[config.mk]
export PLATFORM = sky130hd
export DESIGN_NAME = supply_supervisor_reset_watchdog
export DESIGN_NICKNAME = d
export VERILOG_FILES = /design/src/supervisor_pkg.sv /design/src/pin_sync.sv /design/src/tick_timer.sv /design/src/supply_supervisor_reset_watchdog.sv
export SDC_FILE = /design/constraint.sdc
export NUM_CORES = 1
export LEC_CHECK = 0
export ABC_AREA = 1
export BUFFER_PORTS_ARGS = -buffer_cell sky130_fd_sc_hd__buf_2
export CORE_ASPECT_RATIO = 1.5
export CORE_MARGIN = 3
export CORE_UTILIZATION = 58
export CTS_BUF_LIST = sky130_fd_sc_hd__clkbuf_4
export DETAILED_ROUTE_END_ITERATION = 10
export GPL_TIMING_DRIVEN = 0
export PLACE_DENSITY = 0.81
export SYNTH_ARGS = -nofsm -noshare
export SYNTH_HDL_FRONTEND = slang
export SYNTH_SLANG_ARGS = --single-unit
[constraint.sdc]
create_clock -name clk -period 3.6 [get_ports clk]
set_clock_uncertainty 0.1 [all_clocks]
set_input_delay 0.36 -clock clk [delete_from_list [all_inputs] [get_ports clk]]
set_output_delay 0.36 -clock clk [all_outputs]
set_load 0.02 [all_outputs]
[src/supervisor_pkg.sv]
// Constants, types and register map for the supply supervisor and watchdog.
// Assumes one 40 MHz clock and a synchronous active-high reset everywhere.
// What this block does
// - Reset low on low line or VCC below battery
// - Hold reset 50 ms after low line clears
// - Watchdog timeout gives a 50 ms reset pulse
// - Stuck high or low input: pulse, fault low
// - Mid or floating watchdog input disables watchdog
// - Every watchdog input transition restarts the timeout
// - Power-fail warning low while sense below threshold
// - VCC below battery forces power-fail warning low
// - Gated chip select low only if enabled, line good
// - Backup-active high while running from battery
// - Supply-low output follows low line without delay
// - Active-high reset is inverse of active-low reset
// - Select high: internal timebase; low: external timebase
// - Select high: timebase input picks fast/slow timeout
// - Fault clears on transition while reset high; stays high at mid
// - Fault forced high while supply-low is low
// - Unserviced watchdog repeats reset pulse every period
// - Fault clears on transition while reset high, or at mid level, low line or software disable
`default_nettype none

package supervisor_pkg;

   // Clock rate
   localparam int unsigned CLK_HZ        = 40_000_000;
   localparam int unsigned CYC_PER_MS    = CLK_HZ / 1000;

   // Times in their own units
   localparam int unsigned RESET_DELAY_MS = 50;    // Reset pulse and recovery delay
   localparam int unsigned WD_SLOW_MS     = 1600;  // Default watchdog timeout
   localparam int unsigned WD_FAST_MS     = 100;   // Short watchdog timeout

   // Derived cycle counts
   localparam int unsigned RESET_DELAY_CYC = RESET_DELAY_MS * CYC_PER_MS;
   localparam int unsigned WD_SLOW_CYC     = WD_SLOW_MS * CYC_PER_MS;
   localparam int unsigned WD_FAST_CYC     = WD_FAST_MS * CYC_PER_MS;

   // External timebase edge counts
   localparam int unsigned EXT_RESET_EDGES = 1024;
   localparam int unsigned EXT_WD_EDGES    = 4096;

   // Counter width
   localparam int unsigned CNT_W = 32;

   // Register map, byte offsets
   localparam logic [7:0] CTRL_OFS   = 8'h00;
   localparam logic [7:0] STATUS_OFS = 8'h04;

   // Control field positions and reset value
   localparam int unsigned CTRL_WD_OFF_BIT = 0;
   localparam logic        CTRL_RESET_VAL  = 1'b0;

   // Pin inputs from outside the clock domain
   typedef struct packed {
      logic low_line_in;        // High: low-line input above threshold
      logic vcc_below_backup;   // High: VCC below backup battery level
      logic power_fail_sense;   // High: monitored supply above threshold
      logic chip_select_in_n;   // Chip-select request, active low
      logic wd_high_detect;     // Watchdog input at high level
      logic wd_low_detect;      // Watchdog input at low level
      logic timebase_select;    // High: internal timebase
      logic timebase_input;     // External timebase or speed pick
   } pins_in_t;

   // Pin outputs
   typedef struct packed {
      logic reset_n;              // Active-low reset
      logic reset;                // Active-high reset
      logic supply_low_n;         // Low-line indication
      logic watchdog_fault_n;     // Watchdog fault, active low
      logic power_fail_warn_n;    // Power-fail warning, active low
      logic backup_supply_active; // Running from battery
      logic chip_select_gated_n;  // Gated chip select
   } pins_out_t;

   // Watchdog input level
   typedef enum logic [1:0] {WD_MID, WD_LOW, WD_HIGH} wd_level_t;

   // Supervisor states
   typedef enum logic [1:0] {ST_HOLD, ST_DELAY, ST_RUN, ST_PULSE} sup_state_t;

endpackage : supervisor_pkg

`default_nettype wire

[src/pin_sync.sv]
// Two-stage synchroniser for a bundle of asynchronous pin levels.
// Assumes each bit is an independent level; no multi-bit coherence.
`default_nettype none

module pin_sync
#(
   parameter int unsigned W = 8
)
(
   input  wire logic         clk,
   input  wire logic         sys_rst,
   input  wire logic [W-1:0] d,
   output var  logic [W-1:0] q
);

   ////////////////////////////////////////////////////////////////////////////
   logic [W-1:0] meta_reg;   // First stage, read only by q
   logic [W-1:0] meta_next;  // Next first stage
   logic [W-1:0] q_next;     // Next second stage

   // Next values
   always_comb
   begin
      meta_next = d;
      q_next    = meta_reg;
   end

   // Two flops in a row
   always_ff @(posedge clk)
   begin
      if (sys_rst)
      begin
         meta_reg <= '0;
         q        <= '0;
      end
      else
      begin
         meta_reg <= meta_next;
         q        <= q_next;
      end
   end

endmodule : pin_sync

`default_nettype wire

[src/tick_timer.sv]
// Tick counter with clear and a one-cycle expiry pulse.
// Assumes limit is at least one and stable while counting.
`default_nettype none

module tick_timer
   import supervisor_pkg::*;
#(
   parameter int unsigned CW = CNT_W
)
(
   input  wire logic          clk,
   input  wire logic          sys_rst,
   input  wire logic          clear,
   input  wire logic          tick,
   input  wire logic [CW-1:0] limit,
   output var  logic          expired
);

   ////////////////////////////////////////////////////////////////////////////
   logic [CW-1:0] count_reg;    // Ticks seen
   logic [CW-1:0] count_next;   // Next count
   logic          expired_next; // Next expiry pulse

   // Count ticks, wrap at the limit
   always_comb
   begin
      count_next   = count_reg;
      expired_next = 1'b0;
      if (clear)
      begin
         count_next = '0;
      end
      else if (tick)
      begin
         if (count_reg >= limit - CW'(1))
         begin
            count_next   = '0;
            expired_next = 1'b1;
         end
         else
         begin
            count_next = count_reg + CW'(1);
         end
      end
   end

   // Register
   always_ff @(posedge clk)
   begin
      if (sys_rst)
      begin
         count_reg <= '0;
         expired   <= 1'b0;
      end
      else
      begin
         count_reg <= count_next;
         expired   <= expired_next;
      end
   end

endmodule : tick_timer

`default_nettype wire

[src/supply_supervisor_reset_watchdog.sv]
// Supply supervisor: reset generation, watchdog, power-fail, chip-select gate.
// Assumes asynchronous pins are levels and a classic Wishbone master on clk.
`default_nettype none

module supply_supervisor_reset_watchdog
   import supervisor_pkg::*;
#(
   parameter int unsigned RESET_CYCLES    = RESET_DELAY_CYC,
   parameter int unsigned WD_SLOW_CYCLES  = WD_SLOW_CYC,
   parameter int unsigned WD_FAST_CYCLES  = WD_FAST_CYC,
   parameter int unsigned EXT_RESET_TICKS = EXT_RESET_EDGES,
   parameter int unsigned EXT_WD_TICKS    = EXT_WD_EDGES
)
(
   input  wire logic        clk,
   input  wire logic        sys_rst,
   input  wire pins_in_t    pins_in,
   output var  pins_out_t   pins_out,
   input  wire logic        wb_cyc_i,
   input  wire logic        wb_stb_i,
   input  wire logic        wb_we_i,
   input  wire logic [7:0]  wb_adr_i,
   input  wire logic [3:0]  wb_sel_i,
   input  wire logic [31:0] wb_dat_i,
   output var  logic [31:0] wb_dat_o,
   output var  logic        wb_ack_o
);

   ////////////////////////////////////////////////////////////////////////////
   // Parameter checks
   generate
      // Shorter delays would release reset inside the guarded hold window
      if (RESET_CYCLES < 3 || EXT_RESET_TICKS < 2 || EXT_WD_TICKS < 1)
      begin : g_bad_delay
         $error("Delay counts too small");
      end
      if (WD_FAST_CYCLES <= RESET_CYCLES || WD_SLOW_CYCLES <= RESET_CYCLES)
      begin : g_bad_timeout
         $error("Watchdog timeout must exceed reset pulse");
      end
   endgenerate

   ////////////////////////////////////////////////////////////////////////////
   // Synchronised pins
   logic [$bits(pins_in_t)-1:0] sync_bits;  // Synchroniser output
   pins_in_t                    s;          // Synchronised pin bundle

   pin_sync #(
      .W ($bits(pins_in_t))
   ) u_sync (
      .clk     (clk),
      .sys_rst (sys_rst),
      .d       (pins_in),
      .q       (sync_bits)
   );

   assign s = pins_in_t'(sync_bits);

   ////////////////////////////////////////////////////////////////////////////
   // Decoded conditions
   logic      low_cond;     // Reset-forcing supply condition
   wd_level_t wd_level;     // Decoded watchdog level
   logic      ctrl_wd_off;  // Software watchdog disable
   logic      wd_disabled;  // Watchdog out of service

   // Supply and watchdog level decode
   always_comb
   begin
      low_cond = !s.low_line_in || s.vcc_below_backup;
      if (s.wd_high_detect && !s.wd_low_detect)
      begin
         wd_level = WD_HIGH;
      end
      else if (s.wd_low_detect && !s.wd_high_detect)
      begin
         wd_level = WD_LOW;
      end
      else
      begin
         wd_level = WD_MID;
      end
      wd_disabled = (wd_level == WD_MID) || ctrl_wd_off;
   end

   ////////////////////////////////////////////////////////////////////////////
   // Timebase and watchdog edge tracking
   logic      tb_prev_reg;    // Last timebase level
   logic      tb_prev_next;   // Next timebase level
   wd_level_t wd_prev_reg;    // Last watchdog level
   wd_level_t wd_prev_next;   // Next watchdog level
   logic      tick;           // Counting tick
   logic      wd_edge;        // Watchdog input transition
   logic [CNT_W-1:0] rst_limit; // Reset delay in ticks
   logic [CNT_W-1:0] wd_limit;  // Watchdog timeout in ticks

   // Tick source and limits
   always_comb
   begin
      tb_prev_next = s.timebase_input;
      wd_prev_next = wd_level;
      wd_edge      = (wd_level != wd_prev_reg) && (wd_level != WD_MID);
      if (s.timebase_select)
      begin
         tick      = 1'b1;
         rst_limit = CNT_W'(RESET_CYCLES);
         // High level picks the slow timeout
         wd_limit  = s.timebase_input ? CNT_W'(WD_SLOW_CYCLES)
                                      : CNT_W'(WD_FAST_CYCLES);
      end
      else
      begin
         tick      = s.timebase_input && !tb_prev_reg;
         rst_limit = CNT_W'(EXT_RESET_TICKS);
         wd_limit  = CNT_W'(EXT_WD_TICKS);
      end
   end

   // Edge history
   always_ff @(posedge clk)
   begin
      if (sys_rst)
      begin
         tb_prev_reg <= 1'b0;
         wd_prev_reg <= WD_MID;
      end
      else
      begin
         tb_prev_reg <= tb_prev_next;
         wd_prev_reg <= wd_prev_next;
      end
   end

   ////////////////////////////////////////////////////////////////////////////
   // Timers
   sup_state_t state_reg;   // Supervisor state
   sup_state_t state_next;  // Next state
   logic       rst_clear;   // Reset timer clear
   logic       rst_done;    // Reset delay elapsed
   logic       wd_clear;    // Watchdog timer clear
   logic       wd_expired;  // Watchdog timeout elapsed

   // Reset timer runs only in delay or pulse
   assign rst_clear = (state_reg == ST_HOLD) || (state_reg == ST_RUN);
   // Watchdog restarts on edges, while disabled and before reset release
   assign wd_clear  = wd_disabled || wd_edge || low_cond ||
                      (state_reg == ST_HOLD) || (state_reg == ST_DELAY);

   tick_timer #(
      .CW (CNT_W)
   ) u_rst_timer (
      .clk     (clk),
      .sys_rst (sys_rst),
      .clear   (rst_clear),
      .tick    (tick),
      .limit   (rst_limit),
      .expired (rst_done)
   );

   tick_timer #(
      .CW (CNT_W)
   ) u_wd_timer (
      .clk     (clk),
      .sys_rst (sys_rst),
      .clear   (wd_clear),
      .tick    (tick),
      .limit   (wd_limit),
      .expired (wd_expired)
   );

   ////////////////////////////////////////////////////////////////////////////
   // Supervisor state machine
   always_comb
   begin
      state_next = state_reg;
      case (state_reg)
         ST_HOLD:
         begin
            // Wait for the supply to recover
            if (!low_cond)
            begin
               state_next = ST_DELAY;
            end
         end
         ST_DELAY:
         begin
            // Low line again restarts the delay from zero
            if (low_cond)
            begin
               state_next = ST_HOLD;
            end
            else if (rst_done)
            begin
               state_next = ST_RUN;
            end
         end
         ST_RUN:
         begin
            if (low_cond)
            begin
               state_next = ST_HOLD;
            end
            else if (wd_expired)
            begin
               state_next = ST_PULSE;
            end
         end
         ST_PULSE:
         begin
            if (low_cond)
            begin
               state_next = ST_HOLD;
            end
            else if (rst_done)
            begin
               state_next = ST_RUN;
            end
         end
         default:
         begin
            state_next = ST_HOLD;
         end
      endcase
   end

   // State register
   always_ff @(posedge clk)
   begin
      if (sys_rst)
      begin
         state_reg <= ST_HOLD;
      end
      else
      begin
         state_reg <= state_next;
      end
   end

   ////////////////////////////////////////////////////////////////////////////
   // Output pins
   pins_out_t out_next;  // Next pin values

   always_comb
   begin
      out_next                      = pins_out;
      out_next.reset_n              = (state_next == ST_RUN);
      out_next.reset                = !(state_next == ST_RUN);
      out_next.supply_low_n         = s.low_line_in;
      out_next.power_fail_warn_n    = s.power_fail_sense &&
                                      !s.vcc_below_backup;
      out_next.backup_supply_active = s.vcc_below_backup;
      out_next.chip_select_gated_n  = !(!s.chip_select_in_n && s.low_line_in &&
                                        !s.vcc_below_backup);
      // Fault output priority: forced high, then timeout, then service
      if (!s.low_line_in || wd_disabled)
      begin
         out_next.watchdog_fault_n = 1'b1;
      end
      else if (wd_expired && state_reg == ST_RUN)
      begin
         out_next.watchdog_fault_n = 1'b0;
      end
      else if (wd_edge && pins_out.reset_n)
      begin
         out_next.watchdog_fault_n = 1'b1;
      end
   end

   // Output register
   always_ff @(posedge clk)
   begin
      if (sys_rst)
      begin
         pins_out <= '{reset_n: 1'b0, reset: 1'b1, supply_low_n: 1'b0,
                       watchdog_fault_n: 1'b1, power_fail_warn_n: 1'b0,
                       backup_supply_active: 1'b0, chip_select_gated_n: 1'b1};
      end
      else
      begin
         pins_out <= out_next;
      end
   end

   ////////////////////////////////////////////////////////////////////////////
   // Wishbone register slave
   logic        ctrl_reg;   // Watchdog software disable
   logic        ctrl_next;  // Next control
   logic        ack_next;   // Next acknowledge
   logic [31:0] dat_next;   // Next read data

   assign ctrl_wd_off = ctrl_reg;

   // Decode, one wait state, unmapped reads give zero
   always_comb
   begin
      ctrl_next = ctrl_reg;
      ack_next  = wb_cyc_i && wb_stb_i && !wb_ack_o;
      dat_next  = '0;
      if (ack_next)
      begin
         case (wb_adr_i)
            CTRL_OFS:
            begin
               dat_next[CTRL_WD_OFF_BIT] = ctrl_reg;
               if (wb_we_i && wb_sel_i[0])
               begin
                  ctrl_next = wb_dat_i[CTRL_WD_OFF_BIT];
               end
            end
            STATUS_OFS:
            begin
               dat_next = {20'h00000, state_reg, wd_level, 1'b0, pins_out};
            end
            default:
            begin
               dat_next = '0;
            end
         endcase
      end
   end

   // Bus registers
   always_ff @(posedge clk)
   begin
      if (sys_rst)
      begin
         ctrl_reg <= CTRL_RESET_VAL;
         wb_ack_o <= 1'b0;
         wb_dat_o <= '0;
      end
      else
      begin
         ctrl_reg <= ctrl_next;
         wb_ack_o <= ack_next;
         wb_dat_o <= dat_next;
      end
   end

   ////////////////////////////////////////////////////////////////////////////
   // Checks
   a_low_forces_reset: assert property (@(posedge clk) disable iff (sys_rst)
      low_cond |=> !pins_out.reset_n)
      else $error("Reset not asserted on low supply");

   a_delay_holds_reset: assert property (@(posedge clk) disable iff (sys_rst)
      (state_reg == ST_HOLD && !low_cond) |=> !pins_out.reset_n [*4])
      else $error("Reset released without delay");

   a_reset_inverse: assert property (@(posedge clk) disable iff (sys_rst)
      pins_out.reset_n |-> !pins_out.reset ##1 (pins_out.reset == !pins_out.reset_n))
      else $error("Active-high reset not inverse");

   a_timeout_pulses: assert property (@(posedge clk) disable iff (sys_rst)
      (state_reg == ST_RUN && wd_expired && !low_cond && !wd_disabled)
         |=> (!pins_out.reset_n && !pins_out.watchdog_fault_n))
      else $error("Timeout gave no pulse and fault");

   a_mid_keeps_fault: assert property (@(posedge clk) disable iff (sys_rst)
      (wd_level == WD_MID) |=> pins_out.watchdog_fault_n)
      else $error("Fault low with watchdog disabled");

   a_lowline_fault_high: assert property (@(posedge clk) disable iff (sys_rst)
      !s.low_line_in |=> (pins_out.watchdog_fault_n && !pins_out.supply_low_n))
      else $error("Fault not forced high on low line");

   a_pfo_follows: assert property (@(posedge clk) disable iff (sys_rst)
      (!s.power_fail_sense || s.vcc_below_backup) |=> !pins_out.power_fail_warn_n)
      else $error("Power-fail warning not low");

   a_cs_gate: assert property (@(posedge clk) disable iff (sys_rst)
      !$past(s.low_line_in) |-> pins_out.chip_select_gated_n)
      else $error("Chip select passed on low line");

   a_batt_follows: assert property (@(posedge clk) disable iff (sys_rst)
      s.vcc_below_backup |=> pins_out.backup_supply_active)
      else $error("Backup-active not set");

   a_edge_clears_wd: assert property (@(posedge clk) disable iff (sys_rst)
      (wd_edge && !wd_disabled) |=> ##1 !wd_expired)
      else $error("Watchdog expired right after transition");

endmodule : supply_supervisor_reset_watchdog

`default_nettype wire

-- Word-level counts from Yosys, hierarchy flattened
Index checks and enable logic that the tools add are counted.
- input bits: 57
- bits in registers: 128
- output and inout port bits: 40
- word-level logic and storage cells: 97
- bitwise logic cells: 3
- mux-type cells: 19
- add/subtract/negate cells: 4
- equality and inequality tests: 6
- order comparisons: 2
- reduce and logical (&&, ||, !) cells: 43
- operators with widths (kind ; number):
    $add 32x1->32 const B ; 2
    $ge 32x32->1 ; 2
    $mux 32 ; 2
    $mux 26 ; 2
    $sub 26x1->27 const B ; 1
    $sub 21x1->22 const B ; 1
    $mux 21 ; 1
    $logic_and 1x1->1 ; 12
    $mux 2 ; 6
    $reduce_or 2->1 ; 5
    $logic_not 1->1 ; 9
    $reduce_or 3->1 ; 3
    $eq 8x3->1 const B ; 1
    $logic_not 8->1 ; 1
    $logic_or 1x1->1 ; 8
    $eq 2x2->1 const B ; 3
    $mux 1 ; 6
    $pmux 2 s3 ; 1
    $logic_not 2->1 ; 2
    $reduce_bool 2->1 ; 2
    $not 1->1 ; 3
    $reduce_and 3->1 ; 1
    $eq 2x1->1 const B ; 1
    $ne 2x2->1 ; 1
    $pmux 1 s2 ; 1

-- Logic depth before layout (Yosys ltp)
Gate-level depths: netlist of the first run.
- depth in word-level cells: 11
- mapped depth: 18
- gate-level depth less buffers: 17

-- Modules after synthesis
From an unflattened synthesis of the first run, not the netlist that was laid out.
- cell total of the unflattened synthesis: 1110
- area total of the unflattened synthesis: 7860.0 µm²
- by module, submodules not included (module ; sequential area each (µm²) ; area an instance (µm²) ; cells each ; instances):
    tick_timer (u_wd_timer) ; 660.6 ; 3125.5 ; 454 ; 1
    tick_timer (u_rst_timer) ; 660.6 ; 3120.5 ; 460 ; 1
    supply_supervisor_reset_watchdog ; 500.5 ; 1139.8 ; 146 ; 1
    pin_sync ; 320.3 ; 474.2 ; 50 ; 1

-- Worst setup path after synthesis of the first run
No wires, ideal clock.
- kind: register to register
- start: register u_sync.q[1]
- end: register u_wd_timer.count_reg[30]
- slack: 1026 ps
- buffers on the path: 1
- data arrival time: 2357 ps
- cell stages (with the launch flop): 18
- library setup time: 117 ps
- required time: 3383 ps
- period minus slack after synthesis: 2574 ps
- path through: dfxtp_1 -> inv_2 -> nor2_1 -> inv_1 -> ha_1 -> nand2_1 -> ha_1 -> nand2_1 -> nor2_1 -> and2_1 -> nand2_1 -> nor2_1 -> nand2_1 -> nand2_1 -> nand2_1 -> nand2_1 -> buf_2 -> nor2_1
- longest elaborated chain between the ends: 4
- elaborated cells on any way between the ends: 5
- those cells by class: 1 x add/sub; 1 x order compare; 3 x mux
- RTL lines (item ; RTL line ; text):
    from (decl) ; pin_sync.sv:13 ; output var logic [W-1:0] q
    from (signal assigned) ; pin_sync.sv:39 ; q <= q_next;
    $mux 26 ; supply_supervisor_reset_watchdog.sv:102 ; if (s.timebase_select)
    $sub 26x1->27 ; tick_timer.sv:35 ; if (count_reg >= limit - CW'(1))
    $ge 32x32->1 ; tick_timer.sv:35 ;
    $mux 32 ; tick_timer.sv:35 ;
    to (signal assigned) ; tick_timer.sv:57 ; count_reg <= count_next;
    to (decl) ; tick_timer.sv:20 ; logic [CW-1:0] count_reg;
Several ways; a longest one is shown, not always the timed one.
A chain may end at the register's enable or synchronous reset.

-- Final worst setup path of the first run
- start: register u_sync.q[1]
- end: register u_wd_timer.count_reg[4]
Same word-level chain as after synthesis.

==> flow_metrics.env, run 1 <==
export IMPL_finalSetupTns_ps=0
export IMPL_n_fill_cell=791
export IMPL_synth_area_leader_cell="dfxtp_1"
export IMPL_hold_depth=2
export IMPL_worstSetupStartpointType="flop"
export IMPL_outcome="complete, no violations"
export IMPL_synth_cell_area_um2=5480
export IMPL_grt_overflow=0
export IMPL_io_pins=97
export IMPL_dr_wl_met3_um=324
export IMPL_crit_top_cell="nand2_1"
export IMPL_crit_slowest_cell="dfxtp_1"
export IMPL_drcViolationCount=0
export IMPL_routed_via_density=4.92
export IMPL_grt_pass1_wl_um=18600
export IMPL_clock_latency_ps=470
export IMPL_setup_viol=0
export IMPL_synth_warning_count=0
export IMPL_peakVddDrop_v=0.000217
export IMPL_postSynthCellCount=731
export IMPL_top_layer="met4"
export IMPL_drive_gt1_share_pct=14.5
export IMPL_drt_met1_wl_um=4220
export IMPL_final_cell_mix="nor2_1, nand2_1, dfxtp_1, inv_1, buf_2"
export IMPL_synth_top_area_share_pct=39.1
export IMPL_fin_crit_ps=3240
export IMPL_routedWlPerCell_um=11.8
export IMPL_area_growth_pct=11.8
export IMPL_power_density_nw_per_um2=319
export IMPL_finalNonFillerCells=926
export IMPL_reg2reg_slack_ps=360
export IMPL_rr_endpoint="u_wd_timer.count_reg[4]$_SDFFE_PP0N_"
export IMPL_coreArea_um2=9040
export IMPL_die_area_um2=10700
export IMPL_cp_data_required_time_ps=3900
export IMPL_nets=906
export IMPL_seq_area_um2=2140
export IMPL_drt_iter0_drc=157
export IMPL_grt_usage_pct=21.1
export IMPL_via_count=4557
export IMPL_ant_nets=0
export IMPL_dp_cells=901
export IMPL_die_x_um=85.4
export IMPL_ys_seq_area_share_pct=39.1
export IMPL_start_util_pct=60.6
export IMPL_max_freq_mhz=309
export IMPL_hp_start="sys_rst"
export IMPL_reg2reg_depth=16
export IMPL_place_gp_congestion=0.867
export IMPL_cellLeakagePower_nw=2.74
export IMPL_diodes=0
export IMPL_dp_hpwl_um=8700
export IMPL_report_final_slew_viol_count=0
export IMPL_cts_sinks=107
export IMPL_placementRows=42
export IMPL_io_buffer_count=40
export IMPL_min_to="wd_prev_reg[0]$_SDFF_PP0_"
export IMPL_grt_pass1_vias=4524
export IMPL_multi_input_area_um2=2840
export IMPL_cts_buffers=9
export IMPL_worst_hold_path_type="input pin to flop"
export IMPL_clkTransAtPathRegs_ps=160
export IMPL_critPathMaxFanout=12
export IMPL_cp_end_kind="flop"
export IMPL_rsz0062_at_grt="no"
export IMPL_max_stage_delay_ps=520
export IMPL_maxCapViolCount=0
export IMPL_ys_types=40
export IMPL_final_hold_viol_count=0
export IMPL_cts_buffer_depth=2
export IMPL_path_cells="inv_2 > nor2_2 > inv_1 > ha_1 > nand2_1 > ha_1 > a21oi_1 > nor2_1 > nor2_1 > nand2_1 > a21oi_1 > nand2_1 > nand2_1 > nand2_1 > buf_2 > nor2_1"
export IMPL_r2r_start="u_sync.q[1]$_SDFF_PP0_"
export IMPL_antenna_found_initial=0
export IMPL_synthTopCellsByArea="dfxtp_1, nor2_1, nand2_1"
export IMPL_dieHeight_um=125
export IMPL_htreeDepth=3
export IMPL_wl_met2_um=5970
export IMPL_timing_final_crit_share_pct=90.0
export IMPL_ys_ff_latch=107
export IMPL_first_pass_iters=4
export IMPL_path_class="flop to flop"
export IMPL_cts_root_buf="clkbuf_4"
export IMPL_avgSynthCellArea_um2=7.49
export IMPL_arrival_ps=3540
export IMPL_final_common_cell="nor2_1"
export IMPL_wirelength_um=11000
export IMPL_grt_max_degree=19
export IMPL_cts_tree="done"
export IMPL_postCtsSetupRepairBufs=0
## Yosys cell counts (all sizes together)
cell type and n:
conb 1, nand2 142, mux2i 1, nor4 3
xor2 28, nor2 162, dfxtp 107, or2 1
o211ai 1, inv 95, buf 29, o21a 1
clkbuf 4, a21o 3, ha 38, nand4 12
nor3 23, a21oi 15, o21ai 10, nor3b 1
and3 3, and2 2, xnor2 10, nand3 33
o21bai 5, o22ai 1
## critical path: cells and delay by family, from the launching register on
kind,cells,cell delay (ps)
fa+ha+maj,2,550
compound gates,2,290
simple gates,9,1120
flops,1,520
buf+inv,3,570
## repair_timing
item / 4_1_cts / 5_1_grt
hold buffers: 9 / 0
setup endpoints to repair: 0 / 30
resized for setup: 0 / 1
hold endpoints to repair: 9 / 0
## layout make-up
type | instances | share of cell area, %
Multi-Input combinational cell | 516 | 46.3
Sequential cell | 107 | 35.0
Inverter | 95 | 5.82
Timing Repair Buffer | 49 | 4.74
Buffer | 33 | 3.60
Tap cell | 110 | 2.25
Clock inverter | 7 | 1.21
Clock buffer | 9 | 1.10
## metrics by stage
stage / util (%) / cell area (um2) / power, mW / setup slack, ps / hold slack (ps)
3_5_place_dp: 65.2 / 5890 / 1.35 / 239 / 294
5_1_grt: 67.8 / 6120 / 2.03 / 38.4 / 39.4
4_1_cts: 67.7 / 6120 / 1.97 / 212 / 39.2
2_1_floorplan: - / 5550 / 1.32 / 1030 / 287
6_report: 67.8 / 6120 / 1.96 / 360 / 69.4
3_3_place_gp: 65.2 / 5890 / 1.35 / 359 / 289
## power by group
group / total (mW) / switching [mW] / leakage, nW / internal, mW
registers: 1.20 / 0.00598 / 0.866 / 1.20
logic: 0.135 / 0.0801 / 1.80 / 0.0549
clock network: 0.618 / 0.401 / 0.0739 / 0.217
## kinds of logic (layout without fill, tap and decap cells)
kind of cell	Yosys count	after routing	share of synthesized area, %
DFF	107	107	39.1
adders and majority gates	38	38	8.68
muxes	1	1	0.183
and+or+nand+nor	382	382	31.5
xor gates and xnor gates	38	38	6.08
other	1	21	0.0685
buffers and inverters	128	193	10.5
AOI/OAI and AO/OA	36	36	3.91
## worst max path at each step
stage | from | slack (ps) | end
CTS | u_sync.q[1]$_SDFF_PP0_ | 210 | u_wd_timer.count_reg[4]$_SDFFE_PP0N_
global route | u_sync.q[1]$_SDFF_PP0_ | 40 | u_wd_timer.count_reg[4]$_SDFFE_PP0N_
detailed placement | u_sync.q[1]$_SDFF_PP0_ | 240 | u_wd_timer.count_reg[30]$_SDFFE_PP0N_
global placement | u_sync.q[1]$_SDFF_PP0_ | 360 | u_wd_timer.count_reg[30]$_SDFFE_PP0N_
floorplan | u_sync.q[1]$_SDFF_PP0_ | 1030 | u_wd_timer.count_reg[30]$_SDFFE_PP0N_
finish | u_sync.q[1]$_SDFF_PP0_ | 360 | u_wd_timer.count_reg[4]$_SDFFE_PP0N_
## layer usage
metal,global-route usage [%],up-vias
li1,-,2393
met1,20.9,2052
met2,40.1,75
met3,4.02,37
met4,11.2,0
met5,0,-
Note: power is estimated with default switching activity, not from simulation.
==> run 2: changes to the inputs <==
Clock period 3.6 ns to 3.4 ns, I/O delays scaled along.
==> flow_metrics.env, run 2 (synthesis results as in run 1) <==
export IMPL_cp_end_kind="flop"
export IMPL_report_final_slew_viol_count=0
export IMPL_final_cell_mix="nor2_1, nand2_1, dfxtp_1, inv_1, buf_2"
export IMPL_finalSetupTns_ps=0
export IMPL_cp_data_required_time_ps=3660
export IMPL_final_common_cell="nor2_1"
export IMPL_peakVddDrop_v=0.000230
export IMPL_p_sw_share_pct=24.9
export IMPL_share_comb_of_total_power_pct=6.9
export IMPL_coreArea_um2=9040
export IMPL_area_growth_pct=11.9
export IMPL_final_hold_viol_count=0
export IMPL_rsz0062_at_grt="no"
export IMPL_place_gp_congestion=0.867
export IMPL_wirelength_um=11000
export IMPL_grt_pass1_vias=4524
export IMPL_internal_power_mw=1.56
export IMPL_drt_iter0_drc=157
export IMPL_p_total_mw=2.07
export IMPL_via_count=4573
export IMPL_clkTransAtPathRegs_ps=160
export IMPL_fin_crit_ps=3070
export IMPL_ant_nets=0
export IMPL_grt_pass1_wl_um=18600
export IMPL_max_freq_mhz=325
export IMPL_crit_slowest_cell="dfxtp_2"
export IMPL_max_stage_delay_ps=400
export IMPL_cts_buffer_depth=2
export IMPL_drcViolationCount=0
export IMPL_clockPowerShare_pct=31.6
export IMPL_path_cells="inv_2 > nor2_4 > inv_1 > ha_1 > nand2_1 > ha_1 > nand2_1 > nor2_1 > and2_1 > nand2_1 > nor2_1 > nand2_1 > nand2_1 > nand2_1 > nand2_1 > buf_2 > nor2_1"
export IMPL_critPathMaxFanout=12
export IMPL_routed_via_density=4.94
export IMPL_outcome="complete, no violations"
export IMPL_drive_gt1_share_pct=14.6
export IMPL_die_area_um2=10700
export IMPL_diodes=0
export IMPL_io_buffer_count=40
export IMPL_first_pass_iters=4
export IMPL_setup_viol=0
export IMPL_cts_sinks=107
export IMPL_timing_final_crit_share_pct=90.4
export IMPL_dp_hpwl_um=8700
export IMPL_maxCapViolCount=0
export IMPL_dieHeight_um=125
export IMPL_power_frac_seq_pct=61.4
export IMPL_power_density_nw_per_um2=338
export IMPL_start_util_pct=60.6
export IMPL_routedWlPerCell_um=11.8
export IMPL_cts_tree="done"
export IMPL_clock_latency_ps=470
export IMPL_antenna_found_initial=0
export IMPL_grt_usage_pct=21.1
export IMPL_io_pins=97
export IMPL_placementRows=42
export IMPL_cts_root_buf="clkbuf_4"
export IMPL_grt_overflow=0
export IMPL_reg2reg_slack_ps=330
export IMPL_worst_hold_path_type="input pin to flop"
export IMPL_postCtsSetupRepairBufs=0
export IMPL_grt_max_degree=19
export IMPL_die_x_um=85.4
export IMPL_htreeDepth=3
export IMPL_arrival_ps=3330
export IMPL_path_class="flop to flop"
export IMPL_cts_buffers=9
export IMPL_worstSetupStartpointType="flop"
export IMPL_cellLeakagePower_nw=2.74
export IMPL_crit_top_cell="nand2_1"
export IMPL_power_switching_uw=517
export IMPL_nets=906
-- run 2: cell counts in the layout (fill, tap and decap cells not counted) --
Identical to the previous run, type by type.
-- run 2: power by group through the flow --
stage / clock network (mW) / logic [mW] / registers (mW)
after floorplan: 0 / 0.0996 / 1.30
after global placement: 0 / 0.129 / 1.30
after detailed placement: 0 / 0.134 / 1.30
after CTS: 0.672 / 0.142 / 1.27
after global routing: 0.709 / 0.161 / 1.27
final: 0.656 / 0.143 / 1.27
-- run 2: what timing repair did --
item | CTS | global route
endpoints found under the hold margin | 9 | 0
hold buffers | 9 | 0
gates resized for setup | 0 | 3
setup endpoints to repair | 0 | 31
-- run 2: final timing paths --
check                                                   start                              endpoint  cells past startpoint
worst max-delay path                   u_sync.q[1]$_SDFF_PP0_  u_wd_timer.count_reg[4]$_SDFFE_PP0N_                     17
worst min-delay path                                  sys_rst             wd_prev_reg[0]$_SDFF_PP0_                      2
worst max register to register         u_sync.q[1]$_SDFF_PP0_  u_wd_timer.count_reg[4]$_SDFFE_PP0N_                     17
worst min register to register  u_sync.meta_reg[7]$_SDFF_PP0_                u_sync.q[7]$_SDFF_PP0_                      2
-- run 2: worst max-delay path, delay by kind of cell (launching register included) --
family                   cells  cell delay, ps
AND/OR/NAND/NOR             12            1220
buffers and inverters        3             670
adder cells (fa/ha/maj)      2             570
flip-flops                   1             400
-- run 2: layer usage --
metal | vias up | routed length, um | global-route usage (%)
met5 | - | 0 | 0
met4 | 0 | 440 | 11.2
met3 | 39 | 296 | 4.02
met2 | 72 | 5960 | 40.1
met1 | 2067 | 4260 | 20.9
li1 | 2395 | - | -
-- run 2: through the flow --
stage,utilization (%),hold slack [ps],setup slack [ps],cells,cell area (um2)
6_report,67.8,49.2,327,926,6130
5_1_grt,67.8,19.4,53.5,926,6130
4_1_cts,67.7,19.2,11.7,926,6120
3_5_place_dp,65.2,294,39.2,901,5890
3_3_place_gp,65.2,289,159,901,5890
2_1_floorplan,-,287,826,751,5550
-- run 2: area by class of cell --
class / instances / area [um2]
Tap cell: 110 / 138
Clock buffer: 9 / 67.6
Fill cell: 790 / 2910
Timing Repair Buffer: 49 / 290
Sequential cell: 107 / 2140
Buffer: 33 / 220
Clock inverter: 7 / 73.8
Multi-Input combinational cell: 516 / 2840
Inverter: 95 / 357
